### src/core/isa_sig_pkg.sv
// Shared constants, types and carriers for the ISA bus signal control block
package isa_sig_pkg;
   // Bus widths
   localparam int ADDR_W = 24;
   localparam int LA_LSB = 17;
   localparam int LA_W = 7;
   localparam int SD_W = 16;
   // Lowest address bit above the 1 Mbyte boundary
   localparam int MEG_BIT = 20;
   // Clock and phase timing
   localparam int CLK_NS = 10;
   localparam int BALE_NS = 100;
   localparam int CMD_NS = 300;
   // Least times round up to whole cycles
   localparam int BALE_CYC = (BALE_NS + CLK_NS - 1) / CLK_NS;
   localparam int CMD_CYC = (CMD_NS + CLK_NS - 1) / CLK_NS;
   localparam int CNT_W = 8;
   // Reset values of the pins
   localparam logic CMD_IDLE_N = 1'b1;
   localparam logic AEN_RST = 1'b0;
   localparam logic BALE_RST = 1'b0;
   localparam logic RSTDRV_RST = 1'b1;
   localparam logic [LA_W-1:0] LA_RST = 7'h00;
   localparam logic [SD_W-1:0] SD_RST = 16'h0000;

   // Kind of cycle the bridge runs on the ISA side
   typedef enum logic [2:0] {
      K_MEM_RD,
      K_MEM_WR,
      K_DMA_RD,
      K_DMA_WR,
      K_REFRESH
   } cyc_kind_t;

   // One cycle request from the bridge core
   typedef struct packed {
      cyc_kind_t kind;
      logic [ADDR_W-1:0] addr;
      logic bhe;
      logic [SD_W-1:0] wdata;
   } cyc_req_t;

   // One two-signal pin group, level as seen on the wire
   typedef struct packed {
      logic o;
      logic oe;
   } pin_drv_t;
endpackage

### src/core/isa_bus_signal_control.sv
// ISA side signal control: ownership, memory commands, AEN, BALE, errors
`timescale 1ns/10ps
`default_nettype none
module isa_bus_signal_control
   import isa_sig_pkg::*;
#(
   parameter int BALE_CYCLES = BALE_CYC,
   parameter int CMD_CYCLES = CMD_CYC
) (
   // Clock and PCI reset
   input wire logic clock,
   input wire logic resetn,
   // Cycle requests from the bridge core
   input wire logic req_valid,
   input wire cyc_req_t req,
   output logic req_ready,
   output logic done,
   output logic [SD_W-1:0] rdata,
   // Ownership: external ISA master holds the bus
   input wire logic master_own,
   // Channel check status toward the host
   input wire logic err_clear,
   output logic chk_error,
   // Upper latchable address
   input wire logic [LA_W-1:0] la_in,
   output logic [LA_W-1:0] la_out,
   output logic la_oe,
   // System data
   input wire logic [SD_W-1:0] sd_in,
   output logic [SD_W-1:0] sd_out,
   output logic sd_oe,
   // Byte high enable, active low
   input wire logic sbhe_n_in,
   output logic sbhe_n_out,
   output logic sbhe_n_oe,
   // Memory read and write commands, active low
   input wire logic memr_n_in,
   output logic memr_n_out,
   output logic memr_n_oe,
   input wire logic memw_n_in,
   output logic memw_n_out,
   output logic memw_n_oe,
   // Standard memory commands, active low
   output logic smemr_n,
   output logic smemw_n,
   output logic smem_oe,
   // Address enable, latch enable and reset drive
   output logic aen,
   output logic bale,
   output logic rstdrv,
   // Channel check, active low
   input wire logic iochk_n
);
   // Phase counter is eight bits wide, so longer phases cannot be served
   if (BALE_CYCLES < 1 || BALE_CYCLES > 255 || CMD_CYCLES < 1 || CMD_CYCLES > 255) begin : g_bad
      $error("Phase lengths must lie between 1 and 255 cycles");
   end

   // Address lies below the 1 Mbyte boundary
   function automatic logic below_meg(input logic [LA_W-1:0] la);
      below_meg = (la[LA_W-1:MEG_BIT-LA_LSB] == '0);
   endfunction

   // Cycle uses the DMA path
   function automatic logic is_dma(input cyc_kind_t k);
      is_dma = (k == K_DMA_RD) || (k == K_DMA_WR);
   endfunction

   typedef enum logic [1:0] {
      S_IDLE,
      S_ADDR,
      S_CMD
   } state_t;

   localparam logic [CNT_W-1:0] BALE_LAST = CNT_W'(BALE_CYCLES - 1);
   localparam logic [CNT_W-1:0] CMD_LAST = CNT_W'(CMD_CYCLES - 1);

   state_t state_q, state_d;                  // Cycle sequencer
   logic [CNT_W-1:0] cnt_q, cnt_d;            // Phase counter
   cyc_req_t cur_q, cur_d;                    // Cycle being run
   logic own_q, own_d;                        // Bridge owns the bus
   pin_drv_t memr_q, memr_d;                  // Memory read pin
   pin_drv_t memw_q, memw_d;                  // Memory write pin
   pin_drv_t sbhe_q, sbhe_d;                  // Byte high enable pin
   logic [LA_W-1:0] la_q, la_d;               // Address drive value
   logic la_oe_q, la_oe_d;                    // Address drive enable
   logic [SD_W-1:0] sd_q, sd_d;               // Data drive value
   logic sd_oe_q, sd_oe_d;                    // Data drive enable
   logic aen_q, aen_d;                        // Address enable
   logic bale_q, bale_d;                      // Latch enable
   logic ready_q, ready_d;                    // Request may be taken
   logic done_q, done_d;                      // Cycle end pulse
   logic [SD_W-1:0] rdata_q, rdata_d;         // Captured read data
   logic rstdrv_q;                            // Reset drive
   logic chk_q, chk_d;                        // Sticky channel check
   logic bus_memr_n, bus_memw_n, low_meg;     // Feeds the standard commands
   logic is_rd, is_wr;                        // Current cycle direction

   assign is_rd = (cur_q.kind == K_MEM_RD) || (cur_q.kind == K_DMA_RD) ||
                  (cur_q.kind == K_REFRESH);
   assign is_wr = (cur_q.kind == K_MEM_WR) || (cur_q.kind == K_DMA_WR);

   // Sequencer and pin drive: address phase with BALE, then command phase
   always_comb begin
      state_d = state_q;
      cnt_d = cnt_q;
      cur_d = cur_q;
      own_d = own_q;
      memr_d = memr_q;
      memw_d = memw_q;
      sbhe_d = sbhe_q;
      la_d = la_q;
      la_oe_d = la_oe_q;
      sd_d = sd_q;
      sd_oe_d = sd_oe_q;
      aen_d = aen_q;
      bale_d = bale_q;
      ready_d = 1'b0;
      done_d = 1'b0;
      rdata_d = rdata_q;
      unique case (state_q)
         S_IDLE: begin
            // Address, command and byte-enable directions move only when ownership changes hands
            if (own_q == master_own) begin
               own_d = ~master_own;
               la_oe_d = ~master_own;
               memr_d.oe = ~master_own;
               memw_d.oe = ~master_own;
               sbhe_d.oe = ~master_own;
            end
            // External master cycles keep BALE high
            bale_d = master_own;
            aen_d = 1'b0;
            ready_d = ~master_own && own_q;
            if (req_valid && ready_q && !master_own) begin
               cur_d = req;
               la_d = req.addr[ADDR_W-1:LA_LSB];
               // Upper lane flag; refresh never uses it
               sbhe_d.o = ~(req.bhe && req.kind != K_REFRESH);
               // DMA and refresh hide the cycle from I/O slaves
               aen_d = is_dma(req.kind) || req.kind == K_REFRESH;
               bale_d = 1'b1;
               cnt_d = '0;
               ready_d = 1'b0;
               state_d = S_ADDR;
            end
         end
         S_ADDR: begin
            cnt_d = cnt_q + 1'b1;
            if (cnt_q == BALE_LAST) begin
               // Falling BALE latches LA; DMA keeps it high
               bale_d = is_dma(cur_q.kind);
               memr_d.o = ~is_rd;
               memw_d.o = ~is_wr;
               sd_d = cur_q.wdata;
               sd_oe_d = is_wr;
               cnt_d = '0;
               state_d = S_CMD;
            end
         end
         S_CMD: begin
            cnt_d = cnt_q + 1'b1;
            if (cnt_q == CMD_LAST) begin
               memr_d.o = CMD_IDLE_N;
               memw_d.o = CMD_IDLE_N;
               sd_oe_d = 1'b0;
               aen_d = 1'b0;
               bale_d = 1'b0;
               // Refresh data is meaningless and is not kept
               if (is_rd && cur_q.kind != K_REFRESH)
                  rdata_d = sd_in;
               done_d = 1'b1;
               state_d = S_IDLE;
            end
         end
      endcase
   end

   // Sequencer registers; bus pins float and AEN is low in reset
   always_ff @(posedge clock or negedge resetn) begin
      if (!resetn) begin
         state_q <= S_IDLE;
         cnt_q <= '0;
         cur_q <= '0;
         own_q <= 1'b0;
         memr_q <= '{o: CMD_IDLE_N, oe: 1'b0};
         memw_q <= '{o: CMD_IDLE_N, oe: 1'b0};
         sbhe_q <= '{o: CMD_IDLE_N, oe: 1'b0};
         la_q <= LA_RST;
         la_oe_q <= 1'b0;
         sd_q <= SD_RST;
         sd_oe_q <= 1'b0;
         aen_q <= AEN_RST;
         bale_q <= BALE_RST;
         ready_q <= 1'b0;
         done_q <= 1'b0;
         rdata_q <= SD_RST;
      end else begin
         state_q <= state_d;
         cnt_q <= cnt_d;
         cur_q <= cur_d;
         own_q <= own_d;
         memr_q <= memr_d;
         memw_q <= memw_d;
         sbhe_q <= sbhe_d;
         la_q <= la_d;
         la_oe_q <= la_oe_d;
         sd_q <= sd_d;
         sd_oe_q <= sd_oe_d;
         aen_q <= aen_d;
         bale_q <= bale_d;
         ready_q <= ready_d;
         done_q <= done_d;
         rdata_q <= rdata_d;
      end
   end

   // Channel check: a new error beats a clear in the same cycle
   always_comb begin
      chk_d = chk_q;
      if (err_clear)
         chk_d = 1'b0;
      if (!iochk_n)
         chk_d = 1'b1;
   end

   // Error flag and reset drive; reset drive drops at the first edge
   always_ff @(posedge clock or negedge resetn) begin
      if (!resetn) begin
         chk_q <= 1'b0;
         rstdrv_q <= RSTDRV_RST;
      end else begin
         chk_q <= chk_d;
         rstdrv_q <= 1'b0;
      end
   end

   // Standard commands follow whoever drives the memory commands
   assign bus_memr_n = memr_q.oe ? memr_q.o : memr_n_in;
   assign bus_memw_n = memw_q.oe ? memw_q.o : memw_n_in;
   assign low_meg = below_meg(la_oe_q ? la_q : la_in);

   std_mem_cmd u_std_mem_cmd (
      .clock(clock),
      .resetn(resetn),
      .memr_n(bus_memr_n),
      .memw_n(bus_memw_n),
      .low_meg(low_meg),
      .smemr_n(smemr_n),
      .smemw_n(smemw_n),
      .smem_oe(smem_oe)
   );

   // Outputs straight from flops
   assign req_ready = ready_q;
   assign done = done_q;
   assign rdata = rdata_q;
   assign chk_error = chk_q;
   assign la_out = la_q;
   assign la_oe = la_oe_q;
   assign sd_out = sd_q;
   assign sd_oe = sd_oe_q;
   assign sbhe_n_out = sbhe_q.o;
   assign sbhe_n_oe = sbhe_q.oe;
   assign memr_n_out = memr_q.o;
   assign memr_n_oe = memr_q.oe;
   assign memw_n_out = memw_q.o;
   assign memw_n_oe = memw_q.oe;
   assign aen = aen_q;
   assign bale = bale_q;
   assign rstdrv = rstdrv_q;
endmodule
`default_nettype wire

### src/core/std_mem_cmd.sv
// Delayed standard-memory commands gated to the first megabyte
`timescale 1ns/10ps
`default_nettype none
module std_mem_cmd
   import isa_sig_pkg::*;
(
   // Clock and reset
   input wire logic clock,
   input wire logic resetn,
   // Memory commands as they stand on the bus, active low
   input wire logic memr_n,
   input wire logic memw_n,
   // Access lies below 1 Mbyte
   input wire logic low_meg,
   // Delayed standard commands, driven after reset
   output logic smemr_n,
   output logic smemw_n,
   output logic smem_oe
);
   logic smemr_d, smemw_d, oe_d;   // Next values
   logic smemr_q, smemw_q, oe_q;   // Registered pins

   // One flop of delay follows the bus command
   always_comb begin
      smemr_d = memr_n | ~low_meg;
      smemw_d = memw_n | ~low_meg;
      oe_d = 1'b1;
   end

   // Pins float during reset, then stay driven
   always_ff @(posedge clock or negedge resetn) begin
      if (!resetn) begin
         smemr_q <= CMD_IDLE_N;
         smemw_q <= CMD_IDLE_N;
         oe_q <= 1'b0;
      end else begin
         smemr_q <= smemr_d;
         smemw_q <= smemw_d;
         oe_q <= oe_d;
      end
   end

   assign smemr_n = smemr_q;
   assign smemw_n = smemw_q;
   assign smem_oe = oe_q;
endmodule
`default_nettype wire

### config.mk
export PLATFORM = sky130hd
export DESIGN_NAME = isa_bus_signal_control
export DESIGN_NICKNAME = d
export VERILOG_FILES = /design/src/core/isa_sig_pkg.sv /design/src/core/isa_bus_signal_control.sv /design/src/core/std_mem_cmd.sv
export SDC_FILE = /design/constraint.sdc
export NUM_CORES = 1
export LEC_CHECK = 0
export BUFFER_PORTS_ARGS = -buffer_cell sky130_fd_sc_hd__buf_2
export CAP_MARGIN = 40
export CORE_ASPECT_RATIO = 0.75
export CORE_MARGIN = 2
export CORE_UTILIZATION = 40
export CTS_BUF_LIST = sky130_fd_sc_hd__clkbuf_8
export DETAILED_ROUTE_END_ITERATION = 12
export GPL_TIMING_DRIVEN = 1
export PLACE_DENSITY = 0.81
export SETUP_SLACK_MARGIN = 0.2
export SLEW_MARGIN = 40
export SYNTH_ARGS = -nofsm -noshare
export SYNTH_HDL_FRONTEND = slang
export SYNTH_HIERARCHICAL = 1
export SYNTH_SLANG_ARGS = --single-unit
### constraint.sdc
create_clock -name clock -period 2 [get_ports clock]
set_clock_uncertainty 0.05 [all_clocks]
set_input_delay 0.2 -clock clock [delete_from_list [all_inputs] [get_ports clock]]
set_output_delay 0.2 -clock clock [all_outputs]
set_load 0.02 [all_outputs]
==> results of run 1 <==
-- layer usage --
layer / routed length [um] / GRT usage / vias to the layer above / part of all wire
met5: 0 / 0 / - / 0
met4: 74 / 0.05322 / 0 / 0.0097
met3: 537 / 0.05857 / 9 / 0.070
met2: 3534 / 0.2700 / 95 / 0.46
met1: 3493 / 0.2195 / 1215 / 0.46
li1: - / - / 1189 / -
-- stage by stage --
stage	hold slack [ns]	cell area [sq um]	setup TNS, ns
4_1_cts	0.0007988	4706	-0.004838
3_3_place_gp	0.1119	4324	-1.382
2_1_floorplan	-0.1456	3522	-1.126
3_5_place_dp	0.1223	4324	-2.576
5_1_grt	0.003367	4753	-2.173
6_report	0.02488	4753	-0.2682
-- timing repair --
item | CTS | global route
endpoints found under the setup margin | 46 | 47
hold buffers | 5 | 0
hold endpoints to repair | 30 | 0
pin swaps | 3 | 0
cloned | 1 | 0
setup buffers | 4 | 0
gates resized for setup | 22 | 8
-- critical path, delay by kind of cell, from the launching register on --
| family | cells | cell delay [ns] |
|---|---|---|
| muxes | 1 | 0.29 |
| adders and majority gates | 1 | 0.11 |
| AOI/OAI and AO/OA | 1 | 0.39 |
| buffers and inverters | 1 | 0.08 |
| DFF | 1 | 0.39 |
| and+or+nand+nor | 2 | 0.67 |
-- logic make-up after synthesis --
logic type,after synthesis,synth area share
simple gates,51,0.08313
buf+inv,19,0.02818
compound gates,30,0.05923
flops,82,0.5872
other cells,2,0.002141
mux,65,0.2187
fa+ha+maj,6,0.02141
-- cell usage in the layout, fill, tap and decap left out, types with 3 or more instances in the layout --
cell type	netlist	layout
a21oi_1	3	3
and3_1	3	3
buf_12	0	3
buf_2	1	109
buf_4	3	17
buf_6	2	5
clkbuf_8	0	12
dfrtp_1	76	76
dfstp_2	6	6
dlygate4sd3_1	0	5
ha_1	6	4
inv_1	9	8
mux2_1	8	8
mux2_2	45	37
mux2_4	10	18
nand2_1	14	13
nand2b_1	3	3
nand3_1	6	5
nor2_1	6	6
o21ai_0	14	11
or4_1	3	3
-- layout make-up --
type                       count  area share
clock buffer                  12     0.03475
clock inverter                 4     0.01027
inverter                       9    0.007107
multi-input combinational    155      0.3096
sequential                    82      0.4333
tap                          108     0.02843
timing repair buffer         139      0.1766
-- cell usage after synthesis, types with 4 or more instances --
master    number  area share
dfstp_2        6       0.045
mux2_4        10       0.043
dfrtp_1       76        0.54
mux2_1         8       0.026
nand3_1        6      0.0086
ha_1           6       0.021
mux2_2        45        0.14
nor2_1         6      0.0064
o21ai_0       14       0.020
clkbuf_1       4      0.0043
inv_1          9      0.0096
nand2_1       14       0.015
-- state kept, by name (all words and copies together), names as in the netlist --
register               count
memr_n_out                 1
req_ready                  1
cur_q                     19
bale                       1
rstdrv                     1
rdata                     16
la_oe                      1
aen                        1
sd_oe                      1
u_std_mem_cmd/smem_oe      1
la_out                     7
u_std_mem_cmd/smemr_n      1
memw_n_out                 1
u_std_mem_cmd/smemw_n      1
sbhe_n_out                 1
sd_out                    16
done                       1
state_q                    2
chk_error                  1
cnt_q                      8
-- how the worst max path moves through the flow --
stage	startpoint	end	slack [ns]	cells past startpoint
floorplan	cnt_q[1]	rdata[10]	-0.07	8
global placement	cnt_q[1]	state_q[1]	-0.09	7
detailed placement	cnt_q[1]	state_q[1]	-0.13	7
CTS	cnt_q[1]	sd_oe	-0.005	7
global route	cnt_q[1]	state_q[1]	-0.18	6
finish	cnt_q[1]	state_q[1]	-0.09	6
-- report_power, final --
group | internal [mW] | switching, mW
logic | 0.0897 | 0.0944
registers | 1.68 | 0.0112
clock network | 0.677 | 0.566
==> results.md, run 1 <==
* H-tree depth at 3
* WL/cell at 15.01 um
* Ant. Diodes at 0
* Drt pass-1 iters at 4
* Pwr/cell area at 655.9 nW/um^2
* Arrival time worst endpoint at 2.28 ns
* Hold crit path type: in -> reg
* FF+latch area at 2059 sq um
* Min cycle time layout at 2.085 ns
* Crit path max fanout at 5
* Req. time, crit path at 2.19 ns
* Reg-to-Reg Start: cnt_q[1]
* Initial drt markers at 114
* Total number of vias at 2508
* RSZ-0062 raised after global routing: yes
* Max-slew headroom at 0.4926
* Placed Instances at 483
* Seq/Total Area, Yosys at 0.5872
* CP peak stage delay at 0.51 ns
* Largest net degree at the start of global routing at 52
* Area delta synth->final at 35.53%
* Hold_sp: master_own
* Worst R2R Path Depth at 6
* First-pass GRT wire length at 12.56 mm
* Worst skew pair latency at 0.35 ns
* Critical path class: reg -> reg
* Nets@finish at 478
* Netlist cell types at 44
* Total GRT Usage at 0.1691
* Synth Area per Inst at 13.75 sq um
* Routed Antenna Nets at 0
* Number of global-route vias before repair at 2584
* Post-route DRC violation count at 0
* Failing checks: negative setup slack
* Core ar. at 8491 sq um
* Worst Hold Path EP: la_oe
* Mapped Nets at 337
* Routed WL at 7.639 mm
* Non-Filler Instances at 509
* Die area at 9540 sq um
* Initial Util at 0.4131
* FF-to-FF setup slack at -0.09 ns
* Status: finished with violations
* Mapped Area at 3507 sq um
* Die Ht at 85.09 um
* Crit path cell chain: inv_2 > ha_4 > or4b_4 > o21ai_0 > nand3_2 > mux2_2
* Finish-stage setup viols at 12
* Hold depth at 2
* Synth Warn # at 6
* Crit end category: flip-flop
* Seq cells post-synth at 82
* Synth Instances at 255
* Die W at 112.1 um
* CTS Buf Count at 9
* Initial antenna violation count at 0
* FMAX at 479.6 MHz
* Clk sink count at 82
* CTS tree: built
* P_leak at 2.537 nW
* Maximum vdd drop at 0.5653 mV
* Reg2reg end: state_q[1]
* Vias per cell at 4.927
* Tightest Pin Transition at 0.7583 ns
* Ports at 132
* Reg clk slew, reported paths at 0.08 ns
* Pins Over Slew Limit at 0
* Finished Core Util at 0.5598
* Max-cap violation count at 0
* Final Total Pwr at 3.118 mW
* Final worst slack at -0.08522 ns
* Share of layout cells above drive strength 1 at 0.5661
* Routability congestion estimate at 0.8565
* Place WS at -0.1314 ns
* Max Buffers Root-to-Sink at 2
* Number of synthesized flops with an enable pin at 0
* Ys flop type: dfrtp_1
* Number of core rows at 29
* Fraction of registers with async set/reset at 1.000
* Global route overflow at 0
* Critical path launch point type: flip-flop
* Clock root buffer: clkbuf_8
* Final-report hold violation count at 0
* Fillers at 674
* Multi-input logic area at 1471 sq um
* Fin crit share at 1.043
* Placed wire-length estimate at 5.247 mm
* Slowest cell on crit path: or4b_4
* Port bufs at 110
Note: power is estimated with default switching activity, not from simulation.
==> inputs of run 2 (changes only) <==
- ABC_AREA: unset -> 1
- PLACE_DENSITY: 0.81 -> 0.8
==> run 2 against run 1 <==
Net effect: the run now ends clean; worst setup slack improved by 0.39 ns; design area increased by 1.4%; critical endpoint is now cur_q[10]; final cell count up 29%; first-iteration DRC count increased by 23%.
==> results.md, run 2 <==
* Status: finished, final reports clean
* Largest Register: cur_q
* Critical path launch point type: flip-flop
* Number of synthesized flops with an enable pin at 0
* Share of the synthesized area in the top cell type at 0.5182
* Final-report hold violation count at 0
* H-tree depth at 3
* Synth Area per Inst at 9.152 sq um
* Largest area contributor in the netlist: dfrtp_1
* Global route overflow at 0
* CTS Buf Count at 9
* Netlist cell types at 33
* Drt pass-1 iters at 6
* Min cycle time layout at 1.700 ns
* Hold_sp: req[3]
* Ant. Diodes at 0
* Cell with the most instances after synthesis: nand2_1
* WL/cell at 13.42 um
* Finished Core Util at 0.5374
* Mapped Nets at 483
* Post-route DRC violation count at 0
* Slowest cell on crit path: dfrtp_1
* Mapped Area at 3670 sq um
* Met1 Track Usage GR at 0.2295
* Synth Warn # at 6
* Largest register FFs at 19
* Initial drt markers at 140
* Initial antenna violation count at 0
* Critical path class: reg -> reg
* Total number of vias at 3176
* Crit end category: flip-flop
* Initial Util at 0.4091
* Pwr/cell area at 1057 nW/um^2
* Port bufs at 110
* Worst Path Buf+Inv at 4
* Core ar. at 8971 sq um
* Placed wire-length estimate at 5.910 mm
* Seq cells post-synth at 82
* CTS tree: built
* Number of core rows at 30
* Total GRT Usage at 0.1766
* Hold crit path type: in -> reg
* Routed Antenna Nets at 0
* CP top delay family: buffers and inverters
* Top cells by area, synth: dfrtp_1 52%, nand2_1 14%, o21ai_2 5.7%
* GR peak layer: met2
* Fin crit share at 0.8498
* Critical Path Source: state_q[0]
* Die Ht at 86.95 um
* Setup TNS at 0 ns
* Global-route met3 utilization at 0.05637
* Largest net degree at the start of global routing at 41
* Synth Instances at 401
* CP peak stage delay at 0.41 ns
* Fraction of registers with async set/reset at 1.000
* Maximum vdd drop at 0.7771 mV
* FMAX at 588.4 MHz
* Seq/Total Area, Yosys at 0.5612
* Met2 Resource Use GR at 0.2862
* Worst skew pair latency at 0.36 ns
* Pins Over Slew Limit at 0
* Number of global-route vias before repair at 2968
* Commonest non-fill, non-tap cells in the layout: 136 x nand2_1, 109 x buf_2, 76 x dfrtp_1
* Req. time, crit path at 2.20 ns
* Die area at 9964 sq um
* Crit path max fanout at 9
* Crit path cell chain: inv_1 > ha_1 > inv_1 > nor2_4 > clkinvlp_4 > buf_4 > nand2_1 > nand2_1
* Routability congestion estimate at 0.8601
* Most common cell after layout, fill and taps aside: nand2_1
* Max-cap violation count at 0
* Arrival time worst endpoint at 1.90 ns
* Top cells by count, synth: 137 x nand2_1, 76 x dfrtp_1, 47 x inv_1, 24 x o21ai_2
* Finish-stage setup viols at 0
* Reg clk slew, reported paths at 0.09 ns
* First-pass GRT wire length at 13.84 mm
* Vias per cell at 4.819
* Clock root buffer: clkbuf_8
* Ys flop type: dfrtp_1
* Final Total Pwr at 5.098 mW
* Reg-to-Reg Start: state_q[0]
* Clk sink count at 82
* Nets@finish at 624
* Ports at 132
* Max Buffers Root-to-Sink at 2
* Share of layout cells above drive strength 1 at 0.3309
* Routed WL at 8.847 mm
* RSZ-0062 raised after global routing: yes
* Die W at 114.6 um
* P_leak at 2.566 nW
* Area delta synth->final at 31.37%
run 2: cell types whose count changed in the layout (fill, tap and decap cells not counted), moves of 12 or more:
| cell | before | now |
|---|---|---|
| inv_1 | 8 | 46 |
| mux2_2 | 37 | 0 |
| nand3_1 | 5 | 17 |
| dlygate4sd3_1 | 5 | 25 |
| mux2_4 | 18 | 0 |
| o21ai_2 | 1 | 24 |
| nand2_1 | 13 | 136 |
run 2: through the flow:
stage	cells	hold slack, ns	area (sq um)	setup slack (ns)
4_1_cts	657	0.001362	4791	0.2917
3_5_place_dp	616	0.07452	4327	0.3070
2_1_floorplan	401	-0.1456	3670	0.4727
5_1_grt	659	0.003050	4821	0.1467
3_3_place_gp	616	0.06562	4327	0.3474
6_report	659	0.01388	4821	0.3005
run 2: worst paths after layout:
path | slack (ns) | to | cells after the start
setup / recovery | 0.30 | cur_q[10] | 8
hold / removal | 0.01 | cur_q[3] | 3
setup reg to reg | 0.30 | cur_q[10] | 8
hold reg to reg | 0.43 | sd_out[14] | 2
max in group asynchronous | 1.03 | sbhe_n_out | 3
min in group asynchronous | 0.22 | la_out[0] | 2
run 2: cells by family (layout without fill, tap and decap cells):
logic type,Yosys count,after routing,synth area share
fa+ha+maj,6,6,0.02046
xor+xnor,4,4,0.009546
simple gates,189,189,0.2196
buf+inv,64,210,0.08046
mux,1,1,0.002728
other cells,2,2,0.002046
compound gates,53,53,0.1040
flops,82,82,0.5612
run 2: final cells by class:
type	count	area, sq um
well taps	112	140.1
flip-flops and latches	82	2059
fillers	792	4150
inverters	49	187.7
multi-input cells	255	1325
clock buffers	11	151.4
clock inverters	5	62.56
repair buffers	145	894.6
run 2: power breakdown:
part	internal [mW]	switching, mW
Sequential	2.05	0.215
Combinational	0.540	1.01
Clock	0.649	0.626
Total	3.24	1.86
run 2: worst min-delay path: stages:
cell,delay (ns)
buf_2,0.08
nand2_1,0.05
o21ai_0,0.07
run 2: timing repair:
action,in CTS,in global routing
endpoints found under the hold margin,45,0
hold buffers,25,0
buffers inserted,0,2
gates resized for setup,0,4
setup endpoints to repair,0,26
run 2: routing by layer:
metal  vias to the layer above  share of wire
met4                         0          0.014
met3                        12          0.054
met2                       101           0.50
li1                       1531              -
met1                      1532           0.43
met5                         -              0
==> inputs of run 3 (changes only) <==
- PLACE_DENSITY: 0.8 -> 0.78
- clock period: 2 -> 1.62 ns (I/O delays scaled with it)
==> run 3 against run 2 <==
Net effect: first-iteration DRC count rose by 24%; hold slack improved by 0.00061 ns; largest power group unchanged; critical path type unchanged; clock power rose by 12%; via count rose by 8.3%; final cell count rose by 7.0%; sequential share of layout area fell by 5.1 points; utilization rose by 7.4 points; global-route usage rose by 1.5 points; total power rose by 34%; register-to-register slack got worse by 0.17 ns.
==> results.md, run 3 (same netlist as run 2, synthesis figures left out) <==
* Status: finished, final reports clean
* Routed WL at 10.43 mm
* Ant. Diodes at 0
* Post-route cell area at 5482 sq um
* FMAX at 671.0 MHz
* Uppermost layer routed: met4
* Finish-stage setup viols at 0
* WL/cell at 14.80 um
* Vias per cell at 4.878
* Pins Over Slew Limit at 0
* Routability congestion estimate at 0.8954
* Largest net degree at the start of global routing at 33
* Met1 WL at 4.252 mm
* CTS tree: built
* Commonest non-fill, non-tap cells in the layout: 123 x nand2_1, 109 x buf_2, 75 x dfrtp_1
* Placement Cell Area at 4405 sq um
* Core ar. at 8971 sq um
* Total GRT Usage at 0.1916
* Final-report hold violation count at 0
* Fin crit share at 0.9199
* Die area at 9964 sq um
* Met3 wire length at 681 um
* Global route overflow at 0
* Worst hold slack at 0.01449 ns
* Reg2reg end: rdata[14]
* Port bufs at 110
* Min cycle time layout at 1.490 ns
* Final Total Pwr at 6.839 mW
* Max Buffers Root-to-Sink at 2
* Hold crit path type: in -> reg
* Setup TNS at 0 ns
* Worst skew pair latency at 0.35 ns
* Die W at 114.6 um
* FF-to-FF setup slack at 0.13 ns
* Critical path launch point type: flip-flop
* Crit path to: rdata[14]
* H-tree depth at 3
* Reg clk slew, reported paths at 0.08 ns
* Clk sink count at 82
* Placed wire-length estimate at 5.971 mm
* Clock root buffer: clkbuf_8
* RSZ-0062 raised after global routing: yes
* Max-cap violation count at 0
* CTS Buf Count at 9
* Largest Register: cur_q
* Post-route DRC violation count at 0
* Pwr/cell area at 1248 nW/um^2
* Number of global-route vias before repair at 3316
* Routed length on met2 at 5.297 mm
* Largest register FFs at 19
* Fillers at 675
* Initial Util at 0.4091
* Share of layout cells above drive strength 1 at 0.4115
* Reg-to-Reg Start: cnt_q[1]
* Area delta synth->final at 49.37%
* Crit end category: flip-flop
* Crit path max fanout at 32
* Maximum vdd drop at 0.5603 mV
* Req. time, crit path at 1.81 ns
* Number of core rows at 30
* Die Ht at 86.95 um
* Routed Antenna Nets at 0
* Total number of vias at 3439
* P_leak at 2.839 nW
* Nets@finish at 670
* Critical Path Source: cnt_q[1]
* Drt pass-1 iters at 4
* Initial drt markers at 173
* Initial antenna violation count at 0
* Critical path class: reg -> reg
* Arrival time worst endpoint at 1.68 ns
* Worst R2R Path Depth at 8
* Hold_sp: sd_in[12]
* First-pass GRT wire length at 15.04 mm
* Ports at 132
* Most common cell after layout, fill and taps aside: nand2_1
==> run 3: area by class of cell <==
type                       instances  area (sq um)  area share
clock buffer                       9         123.9     0.02260
inverter                          49         190.2     0.03470
timing repair buffer             190          1380      0.2518
clock inverter                     7         71.32     0.01301
tap                              112         140.1     0.02556
multi-input combinational        256          1515      0.2764
sequential                        82          2061      0.3759
==> run 3: per-layer routing <==
metal | up-vias | GRT usage
met5 | - | 0
met4 | 0 | 0.08426
met3 | 20 | 0.04384
met2 | 130 | 0.3351
met1 | 1660 | 0.2274
li1 | 1629 | -
==> run 3: report_power, final <==
| group | leakage (nW) | internal (mW) | switching [mW] |
|---|---|---|---|
| Clock | 0.0931 | 0.601 | 0.839 |
| Combinational | 1.76 | 1.08 | 1.53 |
| Sequential | 0.983 | 2.54 | 0.255 |
| Total | 2.84 | 4.22 | 2.62 |
==> run 3: per-stage QoR <==
| stage | worst slack (ns) | util | instances |
|---|---|---|---|
| after floorplan | 0.2008 | - | 401 |
| final | 0.1298 | 0.6110 | 705 |
| after global routing | 0.02650 | 0.6110 | 705 |
| after CTS | 0.1872 | 0.5819 | 693 |
| after global placement | 0.07478 | 0.4911 | 622 |
| after detailed placement | 0.01579 | 0.4911 | 622 |
==> run 3: critical path, cell delays in order, from the launching register on <==
cell and delay (ns):
dfrtp_1 0.39, inv_2 0.07, ha_4 0.15, nand2_2 0.09, nor2_4 0.15, nand4_4 0.10, buf_12 0.19, nand2_1 0.11
o21ai_2 0.06
==> run 3: how the worst min path moves through the flow <==
stage	end	depth (start not counted)	slack [ns]
detailed placement	rdata[5]	1	0.08
global placement	rdata[11]	1	0.07
floorplan	aen	0	-0.18
finish	rdata[12]	3	0.01
CTS	rdata[12]	3	0.005
global route	rdata[12]	3	0.009
==> run 3: timing repair <==
item,in CTS,in global routing
pin swaps,5,8
endpoints found under the setup margin,69,69
hold buffers,44,0
hold endpoints to repair,68,0
buffers inserted,11,8
gates cloned,0,4
gates resized for setup,21,41
